`config.mk`:
```
export PLATFORM = sky130hd
export DESIGN_NAME = fbar_ctrl
export DESIGN_NICKNAME = d
export VERILOG_FILES = /design/src/hw/fbar_pkg.sv /design/src/hw/fbar_ctl_rx.sv /design/src/hw/fbar_ctrl.sv
export SDC_FILE = /design/constraint.sdc
export NUM_CORES = 1
export LEC_CHECK = 0
export ABC_AREA = 0
export BUFFER_PORTS_ARGS = -buffer_cell sky130_fd_sc_hd__buf_2
export CAP_MARGIN = 20
export CELL_PAD_IN_SITES_DETAIL_PLACEMENT = 0
export CELL_PAD_IN_SITES_GLOBAL_PLACEMENT = 2
export CORE_MARGIN = 2
export CORE_UTILIZATION = 40
export DETAILED_ROUTE_END_ITERATION = 16
export GPL_TIMING_DRIVEN = 0
export HOLD_SLACK_MARGIN = 0.02
export PLACE_DENSITY_LB_ADDON = 0.1
export SETUP_SLACK_MARGIN = 0.3
export SLEW_MARGIN = 15
export SYNTH_ARGS = -nofsm -noshare
export SYNTH_HDL_FRONTEND = slang
export SYNTH_SLANG_ARGS = --single-unit
```
`constraint.sdc`:
```
create_clock -name core_clk_i -period 9.33 [get_ports core_clk_i]
set_input_delay 0.933 -clock core_clk_i [delete_from_list [all_inputs] [get_ports core_clk_i]]
set_output_delay 0.933 -clock core_clk_i [all_outputs]
set_load 0.01 [all_outputs]
```
`src/hw/fbar_pkg.sv`:
```
// Constants, types and helpers shared by the fieldbus alarm reset control block.
// How it works
// - Control word two of 256 asks for reset; device clears its pending alarm.
// - Pending failure alarm with start withdrawn reports 5128 in status word two.
// - That state shows sonics-off and equipment-failure bits both set.
// - Reset clearing the alarm makes status word two read 1024, ready.
// - After reset is released with zero, status word two keeps reading 1024.
// - Control word two of zero means no command; device stays ready.
// - Device sends a 20-byte status image every channel cycle.
// - Device takes an 8-byte control image as its control information.
// - Automatic mode sets status word one bits 4 and 14, value 16400.
// - Control word one bit 14, value 16384, requests automatic mode.
// - Control word two bit 0 is function enable, bit 8 is on.
// - Cycle completion sets end-of-cycle bit 12 and sonics-off bit 10.
// - Start still held after the cycle raises an alarm with equipment failure, 4104.
package fbar_pkg;

  // ----------------------------------------------------------------
  // Image sizes and word positions
  // ----------------------------------------------------------------
  localparam int CTL_IMAGE_BYTES = 8;
  localparam int STAT_IMAGE_BYTES = 20;
  localparam int CTL_CW1_WORD = 0;
  localparam int CTL_CW2_WORD = 1;
  localparam logic [3:0] STAT_SW1_WORD = 4'h2;
  localparam logic [3:0] STAT_SW2_WORD = 4'h3;

  // ----------------------------------------------------------------
  // Control and status word bits and codes
  // ----------------------------------------------------------------
  localparam int CW1_AUTO_BIT = 14;
  localparam int CW2_FUNC_BIT = 0;
  localparam int CW2_ON_BIT = 8;
  localparam logic [15:0] SW1_AUTO = 16'h4010;
  localparam logic [15:0] SW1_MANUAL = 16'h0000;
  localparam logic [15:0] SW2_READY = 16'h0400;
  localparam logic [15:0] SW2_WELD = 16'h0800;
  localparam logic [15:0] SW2_HOLD = 16'h0000;
  localparam logic [15:0] SW2_DONE = 16'h1400;
  localparam logic [15:0] SW2_FAIL_HELD = 16'h1008;
  localparam logic [15:0] SW2_FAIL_OFF = 16'h1408;

  // ----------------------------------------------------------------
  // Register map and interrupt bits
  // ----------------------------------------------------------------
  localparam logic [7:0] REG_IRQ_STATUS = 8'h00;
  localparam logic [7:0] REG_IRQ_MASK = 8'h04;
  localparam logic [7:0] REG_STATUS_WORDS = 8'h08;
  localparam logic [7:0] REG_CONTROL_WORDS = 8'h0C;
  localparam logic [7:0] REG_HOLD_LIMIT = 8'h10;
  localparam int IRQ_ALARM = 0;
  localparam int IRQ_DONE = 1;
  localparam int IRQ_RESET = 2;
  localparam int IRQ_IMAGE = 3;
  localparam int IRQ_BITS = 4;

  // ----------------------------------------------------------------
  // Timing
  // ----------------------------------------------------------------
  localparam int CLK_FREQ_HZ = 20000000;
  localparam int START_HOLD_TIME_MS = 1;
  localparam int START_HOLD_CYCLES = START_HOLD_TIME_MS * (CLK_FREQ_HZ / 1000);

  typedef enum logic [2:0] {
    ST_READY,
    ST_WELD,
    ST_HOLD,
    ST_DONE,
    ST_ALARM
  } fbar_state_t;

  // Start request is the function enable bit; the on bit alone asks for a reset.
  function automatic logic start_req(input logic [15:0] cw2);
    return cw2[CW2_FUNC_BIT];
  endfunction

  // Reset request is on without function enable.
  function automatic logic reset_req(input logic [15:0] cw2);
    return cw2[CW2_ON_BIT] & ~cw2[CW2_FUNC_BIT];
  endfunction

endpackage

```
`src/hw/fbar_ctl_rx.sv`:
```
// Assembles the control image bytes into the two control words.
`timescale 1ns/10ps
module fbar_ctl_rx #(
  parameter int BYTES = fbar_pkg::CTL_IMAGE_BYTES
) (
  input wire logic core_clk_i,
  input wire logic arst_n_i,
  input wire logic [7:0] byte_i,
  input wire logic valid_i,
  input wire logic first_i,
  output logic [15:0] cw1_o,
  output logic [15:0] cw2_o,
  output logic update_o
);

  localparam int IW = $clog2(BYTES + 1);
  localparam logic [IW-1:0] LAST = IW'(BYTES - 1);

  typedef struct packed {
    logic [IW-1:0] idx;
    logic [BYTES*8-1:0] image;
    logic [15:0] cw1;
    logic [15:0] cw2;
    logic upd;
  } fbar_rx_t;

  fbar_rx_t s_reg;
  fbar_rx_t s_next;

  // ----------------------------------------------------------------
  // Byte collection
  // ----------------------------------------------------------------
  always_comb begin
    logic [IW-1:0] pos;
    logic [BYTES*8-1:0] img;
    pos = first_i ? '0 : s_reg.idx;
    img = s_reg.image;
    s_next = s_reg;
    s_next.upd = 1'b0;
    if (valid_i && (first_i || s_reg.idx < IW'(BYTES))) begin
      img[pos*8 +: 8] = byte_i;
      s_next.image = img;
      s_next.idx = pos + 1'b1;
      if (pos == LAST) begin
        s_next.cw1 = img[fbar_pkg::CTL_CW1_WORD*16 +: 16];
        s_next.cw2 = img[fbar_pkg::CTL_CW2_WORD*16 +: 16];
        s_next.upd = 1'b1;
      end
    end
  end

  always_ff @(posedge core_clk_i or negedge arst_n_i) begin
    if (!arst_n_i) begin
      s_reg <= '{idx: IW'(BYTES), image: '0, cw1: 16'h0000, cw2: 16'h0000, upd: 1'b0};
    end else begin
      s_reg <= s_next;
    end
  end

  assign cw1_o = s_reg.cw1;
  assign cw2_o = s_reg.cw2;
  assign update_o = s_reg.upd;

endmodule

```
`src/hw/fbar_ctrl.sv`:
```
// Control and status word handling with the alarm reset handshake.
`timescale 1ns/10ps
module fbar_ctrl #(
  parameter int START_HOLD_CYCLES = fbar_pkg::START_HOLD_CYCLES
) (
  input wire logic core_clk_i,
  input wire logic arst_n_i,
  input wire logic [7:0] ctl_byte_i,
  input wire logic ctl_valid_i,
  input wire logic ctl_first_i,
  input wire logic cycle_tick_i,
  input wire logic weld_done_i,
  input wire logic [7:0] addr_i,
  input wire logic [31:0] wdata_i,
  input wire logic wr_i,
  input wire logic rd_i,
  output logic [31:0] rdata_o,
  output logic [7:0] stat_byte_o,
  output logic stat_valid_o,
  output logic stat_first_o,
  output logic [15:0] status_word_one_o,
  output logic [15:0] status_word_two_o,
  output logic sonics_on_o,
  output logic alarm_o,
  output logic irq_o
);

  localparam int NB = fbar_pkg::STAT_IMAGE_BYTES;
  localparam logic [4:0] LAST_BYTE = 5'(NB - 1);
  localparam logic [31:0] HOLD_RESET = 32'(START_HOLD_CYCLES);

  typedef struct packed {
    fbar_pkg::fbar_state_t state;
    logic [31:0] hold_cnt;
    logic [31:0] hold_lim;
    logic [15:0] sw1;
    logic [15:0] sw2;
    logic [fbar_pkg::IRQ_BITS-1:0] irq_stat;
    logic [fbar_pkg::IRQ_BITS-1:0] irq_mask;
    logic irq;
    logic [31:0] rdata;
    logic [15:0] tx_sw1;
    logic [15:0] tx_sw2;
    logic [4:0] tx_idx;
    logic tx_busy;
    logic [7:0] tx_byte;
    logic tx_valid;
    logic tx_first;
    logic sonics;
    logic alarm;
  } fbar_ctrl_t;

  fbar_ctrl_t s_reg;
  fbar_ctrl_t s_next;

  logic [15:0] cw1;
  logic [15:0] cw2;
  logic img_upd;

  // ----------------------------------------------------------------
  // Control image receiver
  // ----------------------------------------------------------------
  fbar_ctl_rx #(
    .BYTES(fbar_pkg::CTL_IMAGE_BYTES)
  ) u_rx (
    .core_clk_i(core_clk_i),
    .arst_n_i(arst_n_i),
    .byte_i(ctl_byte_i),
    .valid_i(ctl_valid_i),
    .first_i(ctl_first_i),
    .cw1_o(cw1),
    .cw2_o(cw2),
    .update_o(img_upd)
  );

  // Picks one byte of a status word, low byte first.
  function automatic logic [7:0] word_byte(input logic [15:0] w, input logic hi);
    return hi ? w[15:8] : w[7:0];
  endfunction

  // ----------------------------------------------------------------
  // Next state
  // ----------------------------------------------------------------
  always_comb begin
    logic start;
    logic rst_req;
    logic auto;
    logic [fbar_pkg::IRQ_BITS-1:0] ev;
    logic [fbar_pkg::IRQ_BITS-1:0] clr;
    logic [3:0] word;
    start = fbar_pkg::start_req(cw2);
    rst_req = fbar_pkg::reset_req(cw2);
    auto = cw1[fbar_pkg::CW1_AUTO_BIT];
    ev = '0;
    clr = '0;
    word = 4'h0;
    s_next = s_reg;

    // ------------------------------------------------------------
    // Weld cycle and alarm handshake
    // ------------------------------------------------------------
    case (s_reg.state)
      fbar_pkg::ST_READY: begin
        // A zero control word two is no command and leaves the unit ready.
        if (start && auto) begin
          s_next.state = fbar_pkg::ST_WELD;
        end
      end
      fbar_pkg::ST_WELD: begin
        if (weld_done_i) begin
          s_next.state = fbar_pkg::ST_HOLD;
          s_next.hold_cnt = 32'h0000_0000;
        end
      end
      fbar_pkg::ST_HOLD: begin
        if (!start) begin
          s_next.state = fbar_pkg::ST_DONE;
          ev[fbar_pkg::IRQ_DONE] = 1'b1;
        end else if (s_reg.hold_cnt + 32'h0000_0001 >= s_reg.hold_lim) begin
          s_next.state = fbar_pkg::ST_ALARM;
          ev[fbar_pkg::IRQ_ALARM] = 1'b1;
        end else begin
          s_next.hold_cnt = s_reg.hold_cnt + 32'h0000_0001;
        end
      end
      fbar_pkg::ST_DONE: begin
        if (start && auto) begin
          s_next.state = fbar_pkg::ST_WELD;
        end
      end
      fbar_pkg::ST_ALARM: begin
        // Only a reset with function enable clear clears the alarm.
        if (rst_req) begin
          s_next.state = fbar_pkg::ST_READY;
          ev[fbar_pkg::IRQ_RESET] = 1'b1;
        end
      end
      default: begin
        s_next.state = fbar_pkg::ST_READY;
      end
    endcase

    // ------------------------------------------------------------
    // Status words
    // ------------------------------------------------------------
    s_next.sw1 = auto ? fbar_pkg::SW1_AUTO : fbar_pkg::SW1_MANUAL;
    case (s_next.state)
      fbar_pkg::ST_READY: s_next.sw2 = fbar_pkg::SW2_READY;
      fbar_pkg::ST_WELD: s_next.sw2 = fbar_pkg::SW2_WELD;
      fbar_pkg::ST_HOLD: s_next.sw2 = fbar_pkg::SW2_HOLD;
      fbar_pkg::ST_DONE: s_next.sw2 = fbar_pkg::SW2_DONE;
      fbar_pkg::ST_ALARM: begin
        if (start) begin
          s_next.sw2 = fbar_pkg::SW2_FAIL_HELD;
        end else begin
          s_next.sw2 = fbar_pkg::SW2_FAIL_OFF;
        end
      end
      default: s_next.sw2 = fbar_pkg::SW2_READY;
    endcase
    s_next.sonics = (s_next.state == fbar_pkg::ST_WELD);
    s_next.alarm = (s_next.state == fbar_pkg::ST_ALARM);
    ev[fbar_pkg::IRQ_IMAGE] = img_upd;

    // ------------------------------------------------------------
    // Status image sender
    // ------------------------------------------------------------
    s_next.tx_valid = 1'b0;
    s_next.tx_first = 1'b0;
    if (s_reg.tx_busy) begin
      word = 4'(s_reg.tx_idx >> 1);
      if (word == fbar_pkg::STAT_SW1_WORD) begin
        s_next.tx_byte = word_byte(s_reg.tx_sw1, s_reg.tx_idx[0]);
      end else if (word == fbar_pkg::STAT_SW2_WORD) begin
        s_next.tx_byte = word_byte(s_reg.tx_sw2, s_reg.tx_idx[0]);
      end else begin
        s_next.tx_byte = 8'h00;
      end
      s_next.tx_valid = 1'b1;
      s_next.tx_first = (s_reg.tx_idx == 5'h00);
      s_next.tx_idx = s_reg.tx_idx + 5'h01;
      if (s_reg.tx_idx == LAST_BYTE) begin
        s_next.tx_busy = 1'b0;
      end
    end else if (cycle_tick_i) begin
      s_next.tx_busy = 1'b1;
      s_next.tx_idx = 5'h00;
      s_next.tx_sw1 = s_reg.sw1;
      s_next.tx_sw2 = s_reg.sw2;
    end

    // ------------------------------------------------------------
    // Register port
    // ------------------------------------------------------------
    s_next.rdata = 32'h0000_0000;
    if (wr_i) begin
      if (addr_i == fbar_pkg::REG_IRQ_STATUS) begin
        clr = wdata_i[fbar_pkg::IRQ_BITS-1:0];
      end else if (addr_i == fbar_pkg::REG_IRQ_MASK) begin
        s_next.irq_mask = wdata_i[fbar_pkg::IRQ_BITS-1:0];
      end else if (addr_i == fbar_pkg::REG_HOLD_LIMIT) begin
        s_next.hold_lim = (wdata_i == 32'h0000_0000) ? 32'h0000_0001 : wdata_i;
      end
    end
    if (rd_i) begin
      if (addr_i == fbar_pkg::REG_IRQ_STATUS) begin
        s_next.rdata = 32'(s_reg.irq_stat);
      end else if (addr_i == fbar_pkg::REG_IRQ_MASK) begin
        s_next.rdata = 32'(s_reg.irq_mask);
      end else if (addr_i == fbar_pkg::REG_STATUS_WORDS) begin
        s_next.rdata = {s_reg.sw2, s_reg.sw1};
      end else if (addr_i == fbar_pkg::REG_CONTROL_WORDS) begin
        s_next.rdata = {cw2, cw1};
      end else if (addr_i == fbar_pkg::REG_HOLD_LIMIT) begin
        s_next.rdata = s_reg.hold_lim;
      end
    end

    // A new event wins over a clear written in the same cycle.
    s_next.irq_stat = (s_reg.irq_stat & ~clr) | ev;
    s_next.irq = |(s_next.irq_stat & s_next.irq_mask);
  end

  // ----------------------------------------------------------------
  // State register
  // ----------------------------------------------------------------
  always_ff @(posedge core_clk_i or negedge arst_n_i) begin
    if (!arst_n_i) begin
      s_reg <= '{
        state: fbar_pkg::ST_READY,
        hold_cnt: 32'h0000_0000,
        hold_lim: HOLD_RESET,
        sw1: fbar_pkg::SW1_MANUAL,
        sw2: fbar_pkg::SW2_READY,
        irq_stat: '0,
        irq_mask: '0,
        irq: 1'b0,
        rdata: 32'h0000_0000,
        tx_sw1: 16'h0000,
        tx_sw2: 16'h0000,
        tx_idx: 5'h00,
        tx_busy: 1'b0,
        tx_byte: 8'h00,
        tx_valid: 1'b0,
        tx_first: 1'b0,
        sonics: 1'b0,
        alarm: 1'b0
      };
    end else begin
      s_reg <= s_next;
    end
  end

  // ----------------------------------------------------------------
  // Outputs
  // ----------------------------------------------------------------
  assign rdata_o = s_reg.rdata;
  assign stat_byte_o = s_reg.tx_byte;
  assign stat_valid_o = s_reg.tx_valid;
  assign stat_first_o = s_reg.tx_first;
  assign status_word_one_o = s_reg.sw1;
  assign status_word_two_o = s_reg.sw2;
  assign sonics_on_o = s_reg.sonics;
  assign alarm_o = s_reg.alarm;
  assign irq_o = s_reg.irq;

endmodule

```
==> metrics.md <==
| Metric | Value |
|---|---|
| WP data required | `9.66 ns` |
| Cell Area, Synth | `0.0106 sq mm` |
| Synth top area share | `45.6%` |
| Post-synthesis sequential area ratio | `47.3%` |
| Cell area power density | `158 mW/mm^2` |
| GP Congestion | `0.855` |
| Max reg flops | `86` |
| Worst-margin pin slew | `0.934 ns` |
| Final Cycle Share | `49.8%` |
| Post_cts resized | `0` |
| Yosys warns | `0` |
| Top post-synthesis cells by area | `dfrtp_1 (46%), buf_4 (5.1%), ha_1 (4.8%)` |
| Ant diodes | `0` |
| CTS Buffer Depth | `2` |
| Crit. End Element | `flop` |
| Setup_tns | `0 ns` |
| Top post-synthesis cells by count | `dfrtp_1 (193), nand2_1 (110), inv_1 (73), buf_4 (72), o21ai_0 (62)` |
| Core Footprint | `0.0261 sq mm` |
| Sink Count | `200` |
| CP max stage cell | `nor4_1` |
| CP bufs+invs | `1` |
| Final core occ | `47.3%` |
| Clock Skew | `0.0182 ns` |
| Pre-antenna DRT Iters | `5` |
| Nets | `1302` |
| # IOs | `133` |
| Critical path's top delay family | `simple AND/OR/NAND/NOR gates` |
| CTS Root Cell | `clkbuf_16` |
| Initial antenna violation count | `0` |
| Critical Path Max Stage Delay | `0.47 ns` |
| WP data arrival | `4.98 ns` |
| Synthesized area per cell | `10.1 sq um` |
| Tot GR Track Use | `20.9%` |
| Via count | `8064` |
| Post-synth ARST share | `100%` |
| Max cap viols | `0` |
| Min Tclk post-route | `4.65 ns` |
| Critical path type | `flop to flop` |
| Die area | `0.0278 sq mm` |
| CP Cell Sequence | `ha_1 -> nand2_1 -> nor3_4 -> nand4_2 -> or2_1 -> xnor2_1 -> ha_1 -> nand4_1 -> nor4_1 -> and4_1 -> o41a_2 -> buf_6 -> o21ai_0 -> o21ai_0` |
| Wire per inst | `18.5 microns` |
| Pin count of the biggest net entering global routing | `90` |
| Synth Instances | `1053` |
| # H-tree levels | `4` |
| Row cnt | `59` |
| Post-synth EDFFs | `0` |
| DR iter-0 viols | `492` |
| Layout cells sized above 1 | `24.2%` |
| FMAX | `0.215 GHz` |
| Nature of the critical path startpoint | `flop` |
| Post-route DRC | `0` |
| Hold_buf cts | `0` |
| Dominant cell type by area after synthesis | `dfrtp_1` |
| Die height | `167 microns` |
| Worst min-delay path category | `input port to asynchronous set/reset pin` |
| Outcome | `completed` |
| FILL cells | `2533` |
| Area added between synthesis and finish | `16.2%` |
| Port-buffer cells | `101` |
| Metal3 WL | `763 microns` |
| Most frequent cell after synthesis | `dfrtp_1` |
| Peak VDD IR | `116 uV` |
| Worst-path fanout max | `10` |
| RSZ-0062 raised after global routing | `no` |
| Reg clk slew, reported paths | `0.09 ns` |
| Die width | `167 microns` |
| Vias in the first global route | `7818` |
| TritonCTS clock tree | `done` |
| M1 WL | `13.4 mm` |
| Setup violations, final | `0` |
| Post-CTS setup buffer count | `0` |
| Max Used Layer | `met4` |
| Max-slew headroom | `37.0%` |
| FF+latch count, synth | `200` |
| Max Slew Vio Count | `0` |
| Leakage | `5.91 nW` |
| Initial Util | `40.7%` |
| WL final | `28.7 mm` |
| Synth cell types | `74` |
| CTS Buf Count | `17` |
| Post-route ant nets | `0` |
| First-pass GRT wire length | `45.2 mm` |
| Clk_lat worst skew | `0.44 ns` |
| Detailed placement HPWL | `21.5 mm` |
| Met2 wire len | `14.1 mm` |
| Via/cell ratio | `5.19` |
| Fin. Hold Viols | `0` |
| Overflow left after global routing | `0` |
| Main flop type after synthesis | `dfrtp_1` |
[path summary, 6_finish.rpt]
path,from,endpoint,slack (ns),depth (start not counted)
max in group asynchronous,arst_n_i,rdata_o[19],7.82,3
hold / removal,arst_n_i,s_reg[15],0.35,1
min in group core_clk_i,s_reg[12],stat_valid_o,0.39,0
setup reg to reg,s_reg[155],irq_o,4.68,14
hold reg to reg,s_reg[12],stat_valid_o,0.39,0
setup / recovery,s_reg[155],irq_o,4.68,14
[placed cells by master (no fill, tap or decap), drive strengths merged, types with 6 or more instances in the layout]
cell and n:
o221ai 21, nand3 31, nor3 9, mux2 40, dfstp 7, a21oi 32
clkbuf 40, or2 6, a221oi 6, or4 13, nand2b 12, xnor2 24
nand2 110, a22o 24, nor2b 10, and2 9, nor2 62, inv 81
dfrtp 193, a22oi 49, mux2i 9, and3 6, a32o 9, o21ai 62
ha 41, nor4 14, buf 195, conb 30, nand4 27
[cell families (layout without fill, tap and decap cells)]
| logic type | after synthesis | in the layout | share of synthesized area [%] |
|---|---|---|---|
| fa+ha+maj | 41 | 41 | 4.84 |
| other cells | 1 | 30 | 0.0354 |
| simple gates | 322 | 322 | 16.0 |
| buf+inv | 186 | 322 | 9.36 |
| flops | 200 | 200 | 47.3 |
| xor+xnor | 28 | 28 | 2.38 |
| mux | 49 | 49 | 5.10 |
| compound gates | 226 | 226 | 15.0 |
[routing by layer]
layer  vias to the layer above  GRT usage (%)
met3                        18           3.02
met5                         -              0
met1                      3947           28.8
li1                       3972              -
met4                         0           4.91
met2                       127           35.0
[where the power goes]
| part | switching, W | internal (W) |
|---|---|---|
| logic | 0.000137 | 0.0000948 |
| clock network | 0.000379 | 0.000387 |
| registers | 0.0000369 | 0.000916 |
| total | 0.000552 | 0.00140 |
[final cells by class]
class	instances	area (sq um)	share of cell area, %
clock inverters	14	173	1.40
repair buffers	104	578	4.69
inverters	73	274	2.22
well taps	335	419	3.40
multi-input cells	696	4710	38.3
plain buffers	113	718	5.83
flip-flops and latches	200	5010	40.7
clock buffers	18	429	3.48
[per-stage QoR]
step | hold slack (ns) | area, sq um | setup slack, ns | total power, W | instances
after floorplan | 0.352 | 10700 | 5.85 | 0.00111 | 1082
after global placement | 0.355 | 11600 | 3.75 | 0.00120 | 1518
after detailed placement | 0.376 | 11700 | 4.69 | 0.00120 | 1521
after CTS | 0.355 | 12300 | 4.67 | 0.00197 | 1553
after global routing | 0.353 | 12300 | 4.35 | 0.00204 | 1553
final | 0.353 | 12300 | 4.68 | 0.00195 | 1553
No activity file was read; power rests on OpenSTA's default activity.
